`config.mk`:
```
export PLATFORM = sky130hd
export DESIGN_NAME = pcmc_codec_ctrl
export DESIGN_NICKNAME = d
export VERILOG_FILES = /design/src/include/pcmc_pkg.sv /design/src/design/pcmc_codec_ctrl.sv /design/src/design/pcmc_fifo.sv
export VERILOG_INCLUDE_DIRS = /design/src /design/src/include
export SDC_FILE = /design/constraint.sdc
export NUM_CORES = 1
export LEC_CHECK = 0
export ABC_AREA = 1
export BUFFER_PORTS_ARGS = -buffer_cell sky130_fd_sc_hd__buf_2
export CAP_MARGIN = 20
export CORE_MARGIN = 3
export CORE_UTILIZATION = 25
export CTS_CLUSTER_DIAMETER = 80
export DETAILED_ROUTE_END_ITERATION = 12
export GPL_ROUTABILITY_DRIVEN = 0
export HOLD_SLACK_MARGIN = 0.08
export PLACE_DENSITY = 0.38
export SLEW_MARGIN = 10
export SYNTH_ARGS = -nofsm -noshare
export SYNTH_HDL_FRONTEND = slang
export SYNTH_SLANG_ARGS = --single-unit
```
`constraint.sdc`:
```
create_clock -name clk_sys_in -period 3 [get_ports clk_sys_in]
set_input_delay 0.15 -clock clk_sys_in [delete_from_list [all_inputs] [get_ports clk_sys_in]]
set_output_delay 0.15 -clock clk_sys_in [all_outputs]
set_load 0.01 [all_outputs]
```
`src/include/pcmc_cfg.svh`:
```
// register map, field positions, reset values and link counts
// assumes: included by bare name from design files
`ifndef PCMC_CFG_SVH
`define PCMC_CFG_SVH
// ------------------------------------------------------------
// register offsets
// ------------------------------------------------------------
`define PCMC_FGC_ADDR 8'h00
`define PCMC_SGC_ADDR 8'h01
`define PCMC_QCT_ADDR 8'h03
`define PCMC_LPC_ADDR 8'h04
`define PCMC_STS_ADDR 8'h05
// ------------------------------------------------------------
// field positions
// ------------------------------------------------------------
`define PCMC_TXG_LSB  0
`define PCMC_RXG_LSB  4
`define PCMC_STG_LSB  0
`define PCMC_STEN_BIT 3
`define PCMC_RXQ_BIT  0
`define PCMC_TXQ_BIT  1
`define PCMC_LAW_BIT  0
`define PCMC_COD_BIT  1
`define PCMC_MODE_LSB 2
`define PCMC_DEN_BIT  5
`define PCMC_RATE_LSB 6
// ------------------------------------------------------------
// reset values and encodings
// ------------------------------------------------------------
`define PCMC_FGC_RST  8'h00
`define PCMC_SGC_RST  8'h03
`define PCMC_QCT_RST  8'h00
`define PCMC_LPC_RST  8'hc0
`define PCMC_MODE_TDM 3'h7
`define PCMC_MASK_SM  8'h00
`define PCMC_MASK_MU  8'h7f
`define PCMC_MASK_A   8'h55
`define PCMC_QUIET_SM 8'h00
// ------------------------------------------------------------
// link timing counts
// ------------------------------------------------------------
`define PCMC_BITS_LAST 3'h7
`define PCMC_DLY_POS   9'h040
`define PCMC_OWN_CHAN  5'h02
`define PCMC_DLY_BITS  3'h7
`endif

```
`src/include/pcmc_pkg.sv`:
```
// shared types of the pcm codec control block
// assumes: nothing beyond the standard language
package pcmc_pkg;
  // slot sequence of the strobed port, gray along the path
  typedef enum logic [1:0]
  {
    PCMC_SLOT_IDLE  = 2'b00,
    PCMC_SLOT_SHIFT = 2'b01,
    PCMC_SLOT_DONE  = 2'b11
  } pcmc_slot_t;

  // settings handed to the analog path, applied per sample
  typedef struct packed
  {
    logic [2:0] tx_gain;
    logic [2:0] rx_gain;
    logic [2:0] st_gain;
    logic       st_en;
    logic       alaw;
    logic       smag;
  } pcmc_cfg_t;

  // register read or write request
  typedef struct packed
  {
    logic       wr;
    logic       rd;
    logic [7:0] addr;
    logic [7:0] wdata;
  } pcmc_reg_req_t;
endpackage

```
`src/design/pcmc_codec_ctrl.sv`:
```
// digital side of a telephone voice codec: pcm port, settings
// assumes: pins asynchronous to clk_sys_in, link clock sampled
`timescale 1ns/1ps
`include "pcmc_cfg.svh"
// Behaviour
// RULE_01: strobe marks the eight-bit slot both ways
// RULE_02: delayed eight-bit strobe after strobe falls
// RULE_03: delayed frame pulse four channels later
// RULE_04: fast bit clock feeds master clock
// RULE_05: slow bit clock needs 4096 kHz master
// RULE_06: reset: sidetone off, 0 dB, mu-law
// RULE_07: reset: strobed mode, 2048 kb/s, powered
// RULE_08: tx gain code 0..7 dB up
// RULE_09: rx gain code 0..7 dB down
// RULE_10: both filter gains at address 00h
// RULE_11: sidetone gain in 3.32 dB steps
// RULE_12: sidetone enable and gain at 01h
// RULE_13: law is register bit OR pin
// RULE_14: law and coding bits at 04h
// RULE_15: positive full scale code points
// RULE_16: positive zero code points
// RULE_17: negative zero is the quiet code
// RULE_18: negative full scale code points
// RULE_19: one word each way per sample
// RULE_20: law pin becomes interrupt when enabled
// RULE_21: shift out rising, sample falling edge; tdm mode shifts out falling and samples rising
// RULE_22: mute bits at 03h force quiet code
// RULE_23: data output released outside the slot
// RULE_24: new settings apply next sample period
module pcmc_codec_ctrl (
  input  wire logic                  clk_sys_in,
  input  wire logic                  sys_rst_in,
  input  wire logic                  clk_en_in,
  input  wire logic                  power_up_reset_n_in,
  input  wire logic                  master_clock_in,
  input  wire logic                  slot_strobe_frame_pulse_in,
  input  wire logic                  pcm_din_in,
  output logic                       pcm_dout_out,
  output logic                       pcm_dout_oe_n_out,
  output logic                       delayed_strobe_frame_out,
  input  wire logic                  law_pin_in,
  output logic                       law_pin_out,
  output logic                       law_pin_oe_n_out,
  input  wire pcmc_pkg::pcmc_reg_req_t reg_req_in,
  output logic [7:0]                 reg_rdata_out,
  input  wire logic                  tx_valid_in,
  output logic                       tx_ready_out,
  input  wire logic [7:0]            tx_sample_in,
  output logic                       rx_valid_out,
  output logic [7:0]                 rx_sample_out,
  output pcmc_pkg::pcmc_cfg_t        cfg_out
);
  import pcmc_pkg::*;

  logic [4:0]  meta_q;
  logic [4:0]  sync_q;
  logic        bclk_prev_q;
  logic        stb_prev_q;
  logic [7:0]  fgc_q;
  logic [7:0]  sgc_q;
  logic [7:0]  qct_q;
  logic [7:0]  lpc_q;
  logic        irq_q;
  pcmc_cfg_t   cfg_q;
  pcmc_cfg_t   cfg_live;
  pcmc_slot_t  slot_q;
  logic [8:0]  cnt_q;
  logic [8:0]  pos;
  logic [7:0]  tx_sh_q;
  logic [7:0]  rx_sh_q;
  logic [2:0]  rbit_q;
  logic [2:0]  dcnt_q;
  logic        dout_q;
  logic        oe_n_q;
  logic        dly_q;
  logic        rxv_q;
  logic [7:0]  rxd_q;
  logic        power_up_reset_n_n_s;
  logic        bclk_s;
  logic        stb_s;
  logic        din_s;
  logic        lawpin_s;
  logic        bclk_rise;
  logic        bclk_fall;
  logic        tdm;
  logic        signalling_channel_enable;
  logic        own_pos;
  logic        own_cnt;
  logic        tx_load;
  logic        tx_shift;
  logic        tx_off;
  logic        rx_take;
  logic        rx_done;
  logic        frame_start;
  logic        fifo_valid;
  logic [7:0]  fifo_data;
  logic [7:0]  tx_word;
  logic [7:0]  rx_word;

  // xor mask that turns sign-magnitude into the selected code
  function automatic logic [7:0] code_mask(input pcmc_cfg_t c);
    code_mask = c.smag ? `PCMC_MASK_SM :
                c.alaw ? `PCMC_MASK_A : `PCMC_MASK_MU; // RULE_18
  endfunction

  // ----------------------------------------------------------
  // pin synchronisers
  // ----------------------------------------------------------
  // order: law pin, data in, strobe, bit clock, power-up reset
  always_ff @(posedge clk_sys_in or posedge sys_rst_in)
    if (sys_rst_in)
    begin
      meta_q <= 5'h01;
      sync_q <= 5'h01;
    end
    else if (clk_en_in)
    begin
      meta_q <= {law_pin_in, pcm_din_in, slot_strobe_frame_pulse_in,
                 master_clock_in, power_up_reset_n_in};
      sync_q <= meta_q;
    end

  assign power_up_reset_n_n_s = sync_q[0];
  assign bclk_s    = sync_q[1];
  assign stb_s     = sync_q[2];
  assign din_s     = sync_q[3];
  assign lawpin_s  = sync_q[4];

  // edges of the sampled link clock; needs >= 4 samples per cycle
  always_ff @(posedge clk_sys_in or posedge sys_rst_in)
    if (sys_rst_in)
      bclk_prev_q <= 1'b0;
    else if (clk_en_in)
      bclk_prev_q <= bclk_s;                               // RULE_04

  assign bclk_rise = bclk_s && !bclk_prev_q;
  assign bclk_fall = !bclk_s && bclk_prev_q;

  // ----------------------------------------------------------
  // registers
  // ----------------------------------------------------------
  // power-up reset pin restores defaults as a synchronous clear
  always_ff @(posedge clk_sys_in or posedge sys_rst_in)
    if (sys_rst_in)
    begin
      fgc_q <= `PCMC_FGC_RST;
      sgc_q <= `PCMC_SGC_RST;
      qct_q <= `PCMC_QCT_RST;
      lpc_q <= `PCMC_LPC_RST;
    end
    else if (clk_en_in)
    begin
      if (!power_up_reset_n_n_s)
      begin
        fgc_q <= `PCMC_FGC_RST;                            // RULE_06
        sgc_q <= `PCMC_SGC_RST;                            // RULE_06
        qct_q <= `PCMC_QCT_RST;
        lpc_q <= `PCMC_LPC_RST;                            // RULE_07
      end
      else if (reg_req_in.wr)
        case (reg_req_in.addr)
          `PCMC_FGC_ADDR: fgc_q <= reg_req_in.wdata & 8'h77;  // RULE_10
          `PCMC_SGC_ADDR: sgc_q <= reg_req_in.wdata & 8'h0f;  // RULE_12
          `PCMC_QCT_ADDR: qct_q <= reg_req_in.wdata & 8'h03;  // RULE_22
          `PCMC_LPC_ADDR: lpc_q <= reg_req_in.wdata;          // RULE_14
          default: ;
        endcase
    end

  assign tdm = (lpc_q[`PCMC_MODE_LSB +: 3] == `PCMC_MODE_TDM);
  assign signalling_channel_enable = lpc_q[`PCMC_DEN_BIT];

  // read answer one cycle after the strobe; unmapped reads zero
  always_ff @(posedge clk_sys_in or posedge sys_rst_in)
    if (sys_rst_in)
      reg_rdata_out <= 8'h00;
    else if (clk_en_in && reg_req_in.rd)
      case (reg_req_in.addr)
        `PCMC_FGC_ADDR: reg_rdata_out <= fgc_q;
        `PCMC_SGC_ADDR: reg_rdata_out <= sgc_q;
        `PCMC_QCT_ADDR: reg_rdata_out <= qct_q;
        `PCMC_LPC_ADDR: reg_rdata_out <= lpc_q;
        `PCMC_STS_ADDR: reg_rdata_out <= {4'h0, slot_q == PCMC_SLOT_DONE,
                                          irq_q, !fifo_valid,
                                          cfg_q.alaw};
        default:        reg_rdata_out <= 8'h00;
      endcase

  // ----------------------------------------------------------
  // settings applied per sample period
  // ----------------------------------------------------------
  always_comb
  begin
    cfg_live.tx_gain = fgc_q[`PCMC_TXG_LSB +: 3];           // RULE_08
    cfg_live.rx_gain = fgc_q[`PCMC_RXG_LSB +: 3];           // RULE_09
    cfg_live.st_gain = sgc_q[`PCMC_STG_LSB +: 3];           // RULE_11
    cfg_live.st_en   = sgc_q[`PCMC_STEN_BIT];               // RULE_12
    cfg_live.alaw    = lpc_q[`PCMC_LAW_BIT] | (lawpin_s & !signalling_channel_enable); // RULE_13
    cfg_live.smag    = lpc_q[`PCMC_COD_BIT];                // RULE_14
  end

  // latched at frame start so a word never mixes two settings
  always_ff @(posedge clk_sys_in or posedge sys_rst_in)
    if (sys_rst_in)
      cfg_q <= '0;
    else if (clk_en_in && frame_start)
      cfg_q <= cfg_live;                                   // RULE_24

  assign cfg_out = cfg_q;

  // ----------------------------------------------------------
  // slot timing
  // ----------------------------------------------------------
  // tdm: frame pulse low at a falling clock edge restarts count
  assign pos     = !stb_s ? 9'h000 : cnt_q + 9'h001;
  assign own_pos = (pos[8:4] == `PCMC_OWN_CHAN);
  assign own_cnt = (cnt_q[8:4] == `PCMC_OWN_CHAN);

  always_ff @(posedge clk_sys_in or posedge sys_rst_in)
    if (sys_rst_in)
      cnt_q <= 9'h1ff;
    else if (clk_en_in && tdm && bclk_fall)
      cnt_q <= pos;                                        // RULE_03

  always_comb
  begin
    if (tdm)
    begin
      tx_load     = bclk_fall && own_pos && (pos[3:0] == 4'h0);
      tx_shift    = bclk_fall && own_pos && !pos[0] && (pos[3:1] != 3'h0);
      tx_off      = bclk_fall && !own_pos;
      rx_take     = bclk_rise && own_cnt && cnt_q[0];
      frame_start = bclk_fall && !stb_s;
    end
    else
    begin
      tx_load     = bclk_rise && stb_s && (slot_q == PCMC_SLOT_IDLE);
      tx_shift    = bclk_rise && stb_s && (slot_q != PCMC_SLOT_IDLE);
      tx_off      = bclk_rise && !stb_s;                   // RULE_23
      rx_take     = bclk_fall && stb_s && (slot_q == PCMC_SLOT_SHIFT);
      frame_start = tx_load;                               // RULE_01
    end
  end

  assign rx_done = rx_take && (rbit_q == `PCMC_BITS_LAST);

  // strobed slot sequence: load, eight bits, wait for strobe low
  always_ff @(posedge clk_sys_in or posedge sys_rst_in)
    if (sys_rst_in)
      slot_q <= PCMC_SLOT_IDLE;
    else if (clk_en_in)
      case (slot_q)
        PCMC_SLOT_IDLE:  if (!tdm && tx_load) slot_q <= PCMC_SLOT_SHIFT;
        PCMC_SLOT_SHIFT: if (tdm || tx_off) slot_q <= PCMC_SLOT_IDLE;
                         else if (rx_done) slot_q <= PCMC_SLOT_DONE;
        PCMC_SLOT_DONE:  if (tdm || tx_off) slot_q <= PCMC_SLOT_IDLE;
        default:         slot_q <= PCMC_SLOT_IDLE;
      endcase

  // ----------------------------------------------------------
  // transmit path
  // ----------------------------------------------------------
  // empty fifo or mute sends quiet code instead of stale data
  assign tx_word = ((fifo_valid && !qct_q[`PCMC_TXQ_BIT]) ? fifo_data
                    : `PCMC_QUIET_SM) ^ code_mask(cfg_live); // RULE_22

  always_ff @(posedge clk_sys_in or posedge sys_rst_in)
    if (sys_rst_in)
    begin
      tx_sh_q <= 8'h00;
      dout_q  <= 1'b0;
      oe_n_q  <= 1'b1;
    end
    else if (clk_en_in)
    begin
      if (tx_load)
      begin
        tx_sh_q <= tx_word;                                // RULE_15
        dout_q  <= tx_word[7];                             // RULE_21
        oe_n_q  <= 1'b0;
      end
      else if (tx_shift)
      begin
        tx_sh_q <= {tx_sh_q[6:0], 1'b0};
        dout_q  <= tx_sh_q[6];                             // RULE_21
      end
      else if (tx_off)
        oe_n_q <= 1'b1;                                    // RULE_23
    end

  assign pcm_dout_out      = dout_q;
  assign pcm_dout_oe_n_out = oe_n_q;

  pcmc_fifo #(
    .W (8),
    .D (16)
  ) u_tx_fifo (
    .clk_in        (clk_sys_in),
    .rst_in        (sys_rst_in),
    .en_in         (clk_en_in),
    .in_valid_in   (tx_valid_in),
    .in_ready_out  (tx_ready_out),
    .in_data_in    (tx_sample_in),
    .out_valid_out (fifo_valid),
    .out_ready_in  (tx_load),                              // RULE_19
    .out_data_out  (fifo_data)
  );

  // ----------------------------------------------------------
  // receive path
  // ----------------------------------------------------------
  assign rx_word = qct_q[`PCMC_RXQ_BIT] ? `PCMC_QUIET_SM
                   : {rx_sh_q[6:0], din_s} ^ code_mask(cfg_q); // RULE_16

  always_ff @(posedge clk_sys_in or posedge sys_rst_in)
    if (sys_rst_in)
    begin
      rx_sh_q <= 8'h00;
      rbit_q  <= 3'h0;
      rxv_q   <= 1'b0;
      rxd_q   <= 8'h00;
    end
    else if (clk_en_in)
    begin
      rxv_q <= rx_done;                                    // RULE_19
      if (tx_load)
        rbit_q <= 3'h0;
      else if (rx_take)
      begin
        rx_sh_q <= {rx_sh_q[6:0], din_s};                  // RULE_21
        rbit_q  <= rbit_q + 3'h1;
      end
      if (rx_done)
        rxd_q <= rx_word;                                  // RULE_17
    end

  assign rx_valid_out  = rxv_q;
  assign rx_sample_out = rxd_q;

  // ----------------------------------------------------------
  // delayed strobe or frame pulse for cascading
  // ----------------------------------------------------------
  always_ff @(posedge clk_sys_in or posedge sys_rst_in)
    if (sys_rst_in)
    begin
      stb_prev_q <= 1'b0;
      dcnt_q     <= 3'h0;
      dly_q      <= 1'b0;
    end
    else if (clk_en_in)
    begin
      if (tdm && bclk_fall)
        dly_q <= (pos != `PCMC_DLY_POS);                   // RULE_03
      else if (!tdm && bclk_rise)
      begin
        stb_prev_q <= stb_s;
        if (stb_prev_q && !stb_s)
        begin
          dcnt_q <= `PCMC_DLY_BITS;                        // RULE_02
          dly_q  <= 1'b1;
        end
        else
        begin
          dly_q  <= (dcnt_q != 3'h0);
          dcnt_q <= (dcnt_q != 3'h0) ? dcnt_q - 3'h1 : 3'h0;
        end
      end
    end

  assign delayed_strobe_frame_out = dly_q;

  // ----------------------------------------------------------
  // law pin as interrupt output
  // ----------------------------------------------------------
  // set wins over the clearing status read
  always_ff @(posedge clk_sys_in or posedge sys_rst_in)
    if (sys_rst_in)
    begin
      irq_q            <= 1'b0;
      law_pin_oe_n_out <= 1'b1;
    end
    else if (clk_en_in)
    begin
      if (rx_done && signalling_channel_enable)
        irq_q <= 1'b1;
      else if (reg_req_in.rd && reg_req_in.addr == `PCMC_STS_ADDR)
        irq_q <= 1'b0;
      law_pin_oe_n_out <= !(signalling_channel_enable && irq_q);                 // RULE_20
    end

  assign law_pin_out = 1'b0;
endmodule

```
`src/design/pcmc_fifo.sv`:
```
// parameterised fifo with valid/ready on both sides
// assumes: one clock, async high reset, enable freezes state
`timescale 1ns/1ps
module pcmc_fifo #(
  parameter int W = 8,
  parameter int D = 16
) (
  input  wire logic         clk_in,
  input  wire logic         rst_in,
  input  wire logic         en_in,
  input  wire logic         in_valid_in,
  output logic              in_ready_out,
  input  wire logic [W-1:0] in_data_in,
  output logic              out_valid_out,
  input  wire logic         out_ready_in,
  output logic [W-1:0]      out_data_out
);
  localparam int AW = $clog2(D);
  localparam int CW = $clog2(D + 1);

  logic [W-1:0]  mem_q [D];
  logic [AW-1:0] wp_q;
  logic [AW-1:0] rp_q;
  logic [CW-1:0] cnt_q;
  logic          full_q;
  logic          push;
  logic          pop;

  assign push          = in_valid_in && !full_q;
  assign pop           = out_ready_in && (cnt_q != '0);
  assign in_ready_out  = !full_q;
  assign out_valid_out = (cnt_q != '0);
  assign out_data_out  = mem_q[rp_q];

  // ----------------------------------------------------------
  // storage
  // ----------------------------------------------------------
  // array has no reset: contents are only read when counted
  always_ff @(posedge clk_in)
    if (en_in && push)
      mem_q[wp_q] <= in_data_in;

  // ----------------------------------------------------------
  // pointers and level
  // ----------------------------------------------------------
  always_ff @(posedge clk_in or posedge rst_in)
    if (rst_in)
    begin
      wp_q   <= '0;
      rp_q   <= '0;
      cnt_q  <= '0;
      full_q <= 1'b0;
    end
    else if (en_in)
    begin
      if (push)
        wp_q <= (wp_q == AW'(D - 1)) ? '0 : wp_q + 1'b1;
      if (pop)
        rp_q <= (rp_q == AW'(D - 1)) ? '0 : rp_q + 1'b1;
      if (push && !pop)
      begin
        cnt_q  <= cnt_q + 1'b1;
        full_q <= (cnt_q == CW'(D - 1));
      end
      else if (pop && !push)
      begin
        cnt_q  <= cnt_q - 1'b1;
        full_q <= 1'b0;
      end
    end
endmodule

```
==> qor.yml <==
rows: 75
powerDensity_nw_per_um2: 798
path_max_fanout: 3
io_pins: 70
synth_warnings: 0
via_count: 8209
gr-total-overflow: 0
yosys.area.top_type_share_pct: 35.2
drt-initial-drc-count: 489
critPathKind: "flip-flop to flip-flop"
post-place-ws_ns: -0.100
maxCapViolCount: 0
regToRegStartpoint: "cnt_q[0]"
nNetsFinal: 1355
synthArstFlopShare_pct: 46.4
startpoint_type: "flip-flop"
crit_arrival_ns: 3.30
min_period_ns: 2.84
syn_area_um2: 10900
tightest_slew_ns: 0.834
postSynthAreaPerCell_um2: 9.33
mappedNetlistNets: 1222
viasPerCell: 4.31
max_stage_delay_ns: 0.53
final_util_pct: 31.8
crit_path_end_kind: "flip-flop"
cts.clk_slew.worst_paths_ns: 0.06
antenna_found_initial: 0
min_path_type: "primary input to flip-flop"
route.antenna.remaining_nets: 0
synth_seq_cells: 239
clock_sinks: 239
drt_first_pass_iters: 5
grt_pass1_vias: 8260
drc: 0
status: "finished clean"
yosys.area.top_type: "edfxtp_1"
die_y_um: 215
grt_pass1_wl_mm: 48.4
fmax_mhz: 353
slew-limit-headroom_pct: 44.3
place_hpwl_mm: 20.2
dieWidth_um: 215
wirelength_mm: 30.6
ys_types: 46
total_power_w: 0.0108
hold_depth: 6
min_from: "reg_req_in[8]"
start_util_pct: 25.7
p_leak_nw: 5.78
reg2regPathDepth: 18
whs_endpoint: "irq_q"
cts_tree: "done"
drive_gt1_share_pct: 16.9
die_area_um2: 46200
cts_buffer_depth: 3
ir_drop_mv: 0.402
clock_skew_ns: 0.00862
insertion_delay_ns: 0.55
r2r-end: "u_tx_fifo.cnt_q[4]"
synth_cells: 1171
grt_max_degree: 65
slew_violations: 0
r2r_slack_ns: 0.16
hold_violations: 0
placeableCoreArea_um2: 42500
crit_path_frequent_cell: "nor2_2"
n_antenna_cell: 0
ys_top_cells_by_area: "edfxtp_1 (35%), dfrtp_1 (22%), nand2_1 (12%)"
setup_viol: 0
critPathSlowestCell: "dfstp_2"
crit_required_ns: 3.47
syn_to_final_growth_pct: 23.7
cts_buffers: 29
track_usage_pct: 13.2
yosysSeqAreaShare_pct: 60.8
cts.htree.levels: 1
path_cells: "ha_2 > nand2_2 > nor2_2 > nor2_1 > o21ai_2 > nand2_2 > nor2_4 > nand4_4 > nand2_4 > nand3_4 > ha_4 > fa_2 > nor2_2 > a211oi_2 > nand2_1 > nand2_1 > nor2_2 > xor2_1"
ys.flop_type: "edfxtp_1"
cp.buffers_inverters: 0
fin_ws_ns: 0.164
wl_per_cell_um: 16.1
period_share_pct: 94.5
cts_root_buf: "clkbuf_16"
port-buffer-count: 68
path_delay_family: "simple AND/OR/NAND/NOR gates"
synth_edf_count: 128
logic make-up after synthesis:
family	synth area share, %
adders and majority gates	1.90
AOI/OAI and AO/OA	9.21
other	0.0343
buffers and inverters	5.40
xor gates and xnor gates	0.481
DFF	60.8
and+or+nand+nor	22.2
sequential cells by signal, summed over array words and instances, names as in the netlist, 5 cells and up:
name / cells
u_tx_fifo.mem_q: 128
cfg_out: 12
cnt_q: 9
lpc_q: 8
reg_rdata_out: 8
rx_sample_out: 8
rx_sh_q: 7
tx_sh_q: 7
fgc_q: 6
meta_q: 5
sync_q: 5
u_tx_fifo.cnt_q: 5
cell usage after synthesis, types with 2 or more instances:
library cell,instances
o31ai_1,9
xor2_1,6
nor2_1,128
a21oi_1,14
o21ai_0,124
nand3_1,64
a31oi_1,2
nand4_1,7
ha_1,15
inv_2,2
o21ai_2,2
a211oi_1,2
o21ai_1,10
o22ai_1,9
inv_1,98
o211ai_1,4
nor2_2,9
nand2_1,345
clkbuf_1,21
clkinv_1,4
dfstp_2,17
dfrtp_1,94
a221oi_1,3
buf_2,15
nor2_4,2
nand2_2,10
nor3_1,5
nor4_1,2
edfxtp_1,128
buf_4,2
nand2_4,3
layout by cell type, fill, tap and decap left out, types with 3 or more instances in the layout:
| master | n |
|---|---|
| nand2_1 | 343 |
| edfxtp_1 | 128 |
| o21ai_0 | 124 |
| nor2_1 | 124 |
| inv_1 | 95 |
| dfrtp_1 | 93 |
| buf_2 | 68 |
| nand3_1 | 62 |
| buf_4 | 42 |
| dlygate4sd3_1 | 30 |
| clkbuf_16 | 29 |
| dfstp_2 | 17 |
| a21oi_1 | 14 |
| nand2_2 | 12 |
| nor2_2 | 11 |
| ha_1 | 11 |
| o21ai_1 | 10 |
| clkinv_1 | 9 |
| o22ai_1 | 9 |
| o31ai_1 | 9 |
| nand4_1 | 7 |
| xor2_1 | 6 |
| nor3_1 | 5 |
| clkbuf_1 | 5 |
| clkbuf_8 | 5 |
| o211ai_1 | 4 |
| nor2_4 | 4 |
| clkinv_2 | 4 |
| nand2_4 | 3 |
| inv_2 | 3 |
| a221oi_1 | 3 |
| ha_4 | 3 |
| bufinv_16 | 3 |
through the flow:
| stage | setup TNS, ns | instances | hold slack, ns | area, µm² |
|---|---|---|---|---|
| 2_1_floorplan | 0 | 1171 | 0.238 | 10900 |
| 3_3_place_gp | -0.0412 | 1816 | 0.323 | 12100 |
| 3_5_place_dp | -0.100 | 1816 | 0.323 | 12100 |
| 4_1_cts | 0 | 1901 | 0.0947 | 13400 |
| 5_1_grt | -0.0103 | 1903 | 0.136 | 13500 |
| 6_report | 0 | 1903 | 0.131 | 13500 |
worst reg2reg max path: stages (launching register included):
cell,delay [ns]
dfstp_2,0.53
ha_2,0.18
nand2_2,0.09
nor2_2,0.11
nor2_1,0.06
o21ai_2,0.08
nand2_2,0.09
nor2_4,0.13
nand4_4,0.12
nand2_4,0.11
nand3_4,0.07
ha_4,0.19
fa_2,0.41
nor2_2,0.15
a211oi_2,0.06
nand2_1,0.06
nand2_1,0.05
nor2_2,0.12
xor2_1,0.14
power breakdown:
group / internal, W / switching (W) / leakage [nW]
clock network: 0.00214 / 0.00138 / 0.469
registers: 0.00387 / 0.000309 / 2.56
logic: 0.00100 / 0.00207 / 2.74
total: 0.00702 / 0.00376 / 5.78
how the worst max path moves through the flow:
stage | from | endpoint | depth (start not counted)
final | cnt_q[0] | u_tx_fifo.cnt_q[4] | 18
after global routing | cnt_q[0] | u_tx_fifo.cnt_q[4] | 20
after CTS | cnt_q[0] | u_tx_fifo.cnt_q[4] | 20
after detailed placement | cnt_q[0] | u_tx_fifo.cnt_q[4] | 19
after global placement | cnt_q[0] | u_tx_fifo.cnt_q[4] | 19
after floorplan | cnt_q[0] | u_tx_fifo.cnt_q[4] | 22
metal layers:
metal	wire length [µm]	share of wire, %	global-route usage [%]	up-vias
li1	-	-	-	4131
met1	15100	49	18.8	3937
met2	14000	46	21.3	107
met3	914	3.0	1.72	34
met4	537	1.8	3.19	0
met5	0	0	0	-
layout make-up:
class	count	area, µm²
clock buffers	39	813
flip-flops and latches	239	6640
inverters	105	403
multi-input cells	787	3790
well taps	577	722
fillers	4430	29000
repair buffers	142	996
clock inverters	14	145
timing repair:
action | in CTS | in global routing
pin swaps | 5 | 10
hold buffers | 30 | 0
resized for setup | 7 | 13
endpoints found under the setup margin | 1 | 1
setup buffers | 2 | 2
endpoints found under the hold margin | 184 | 0
(Power assumes the default switching activity.)
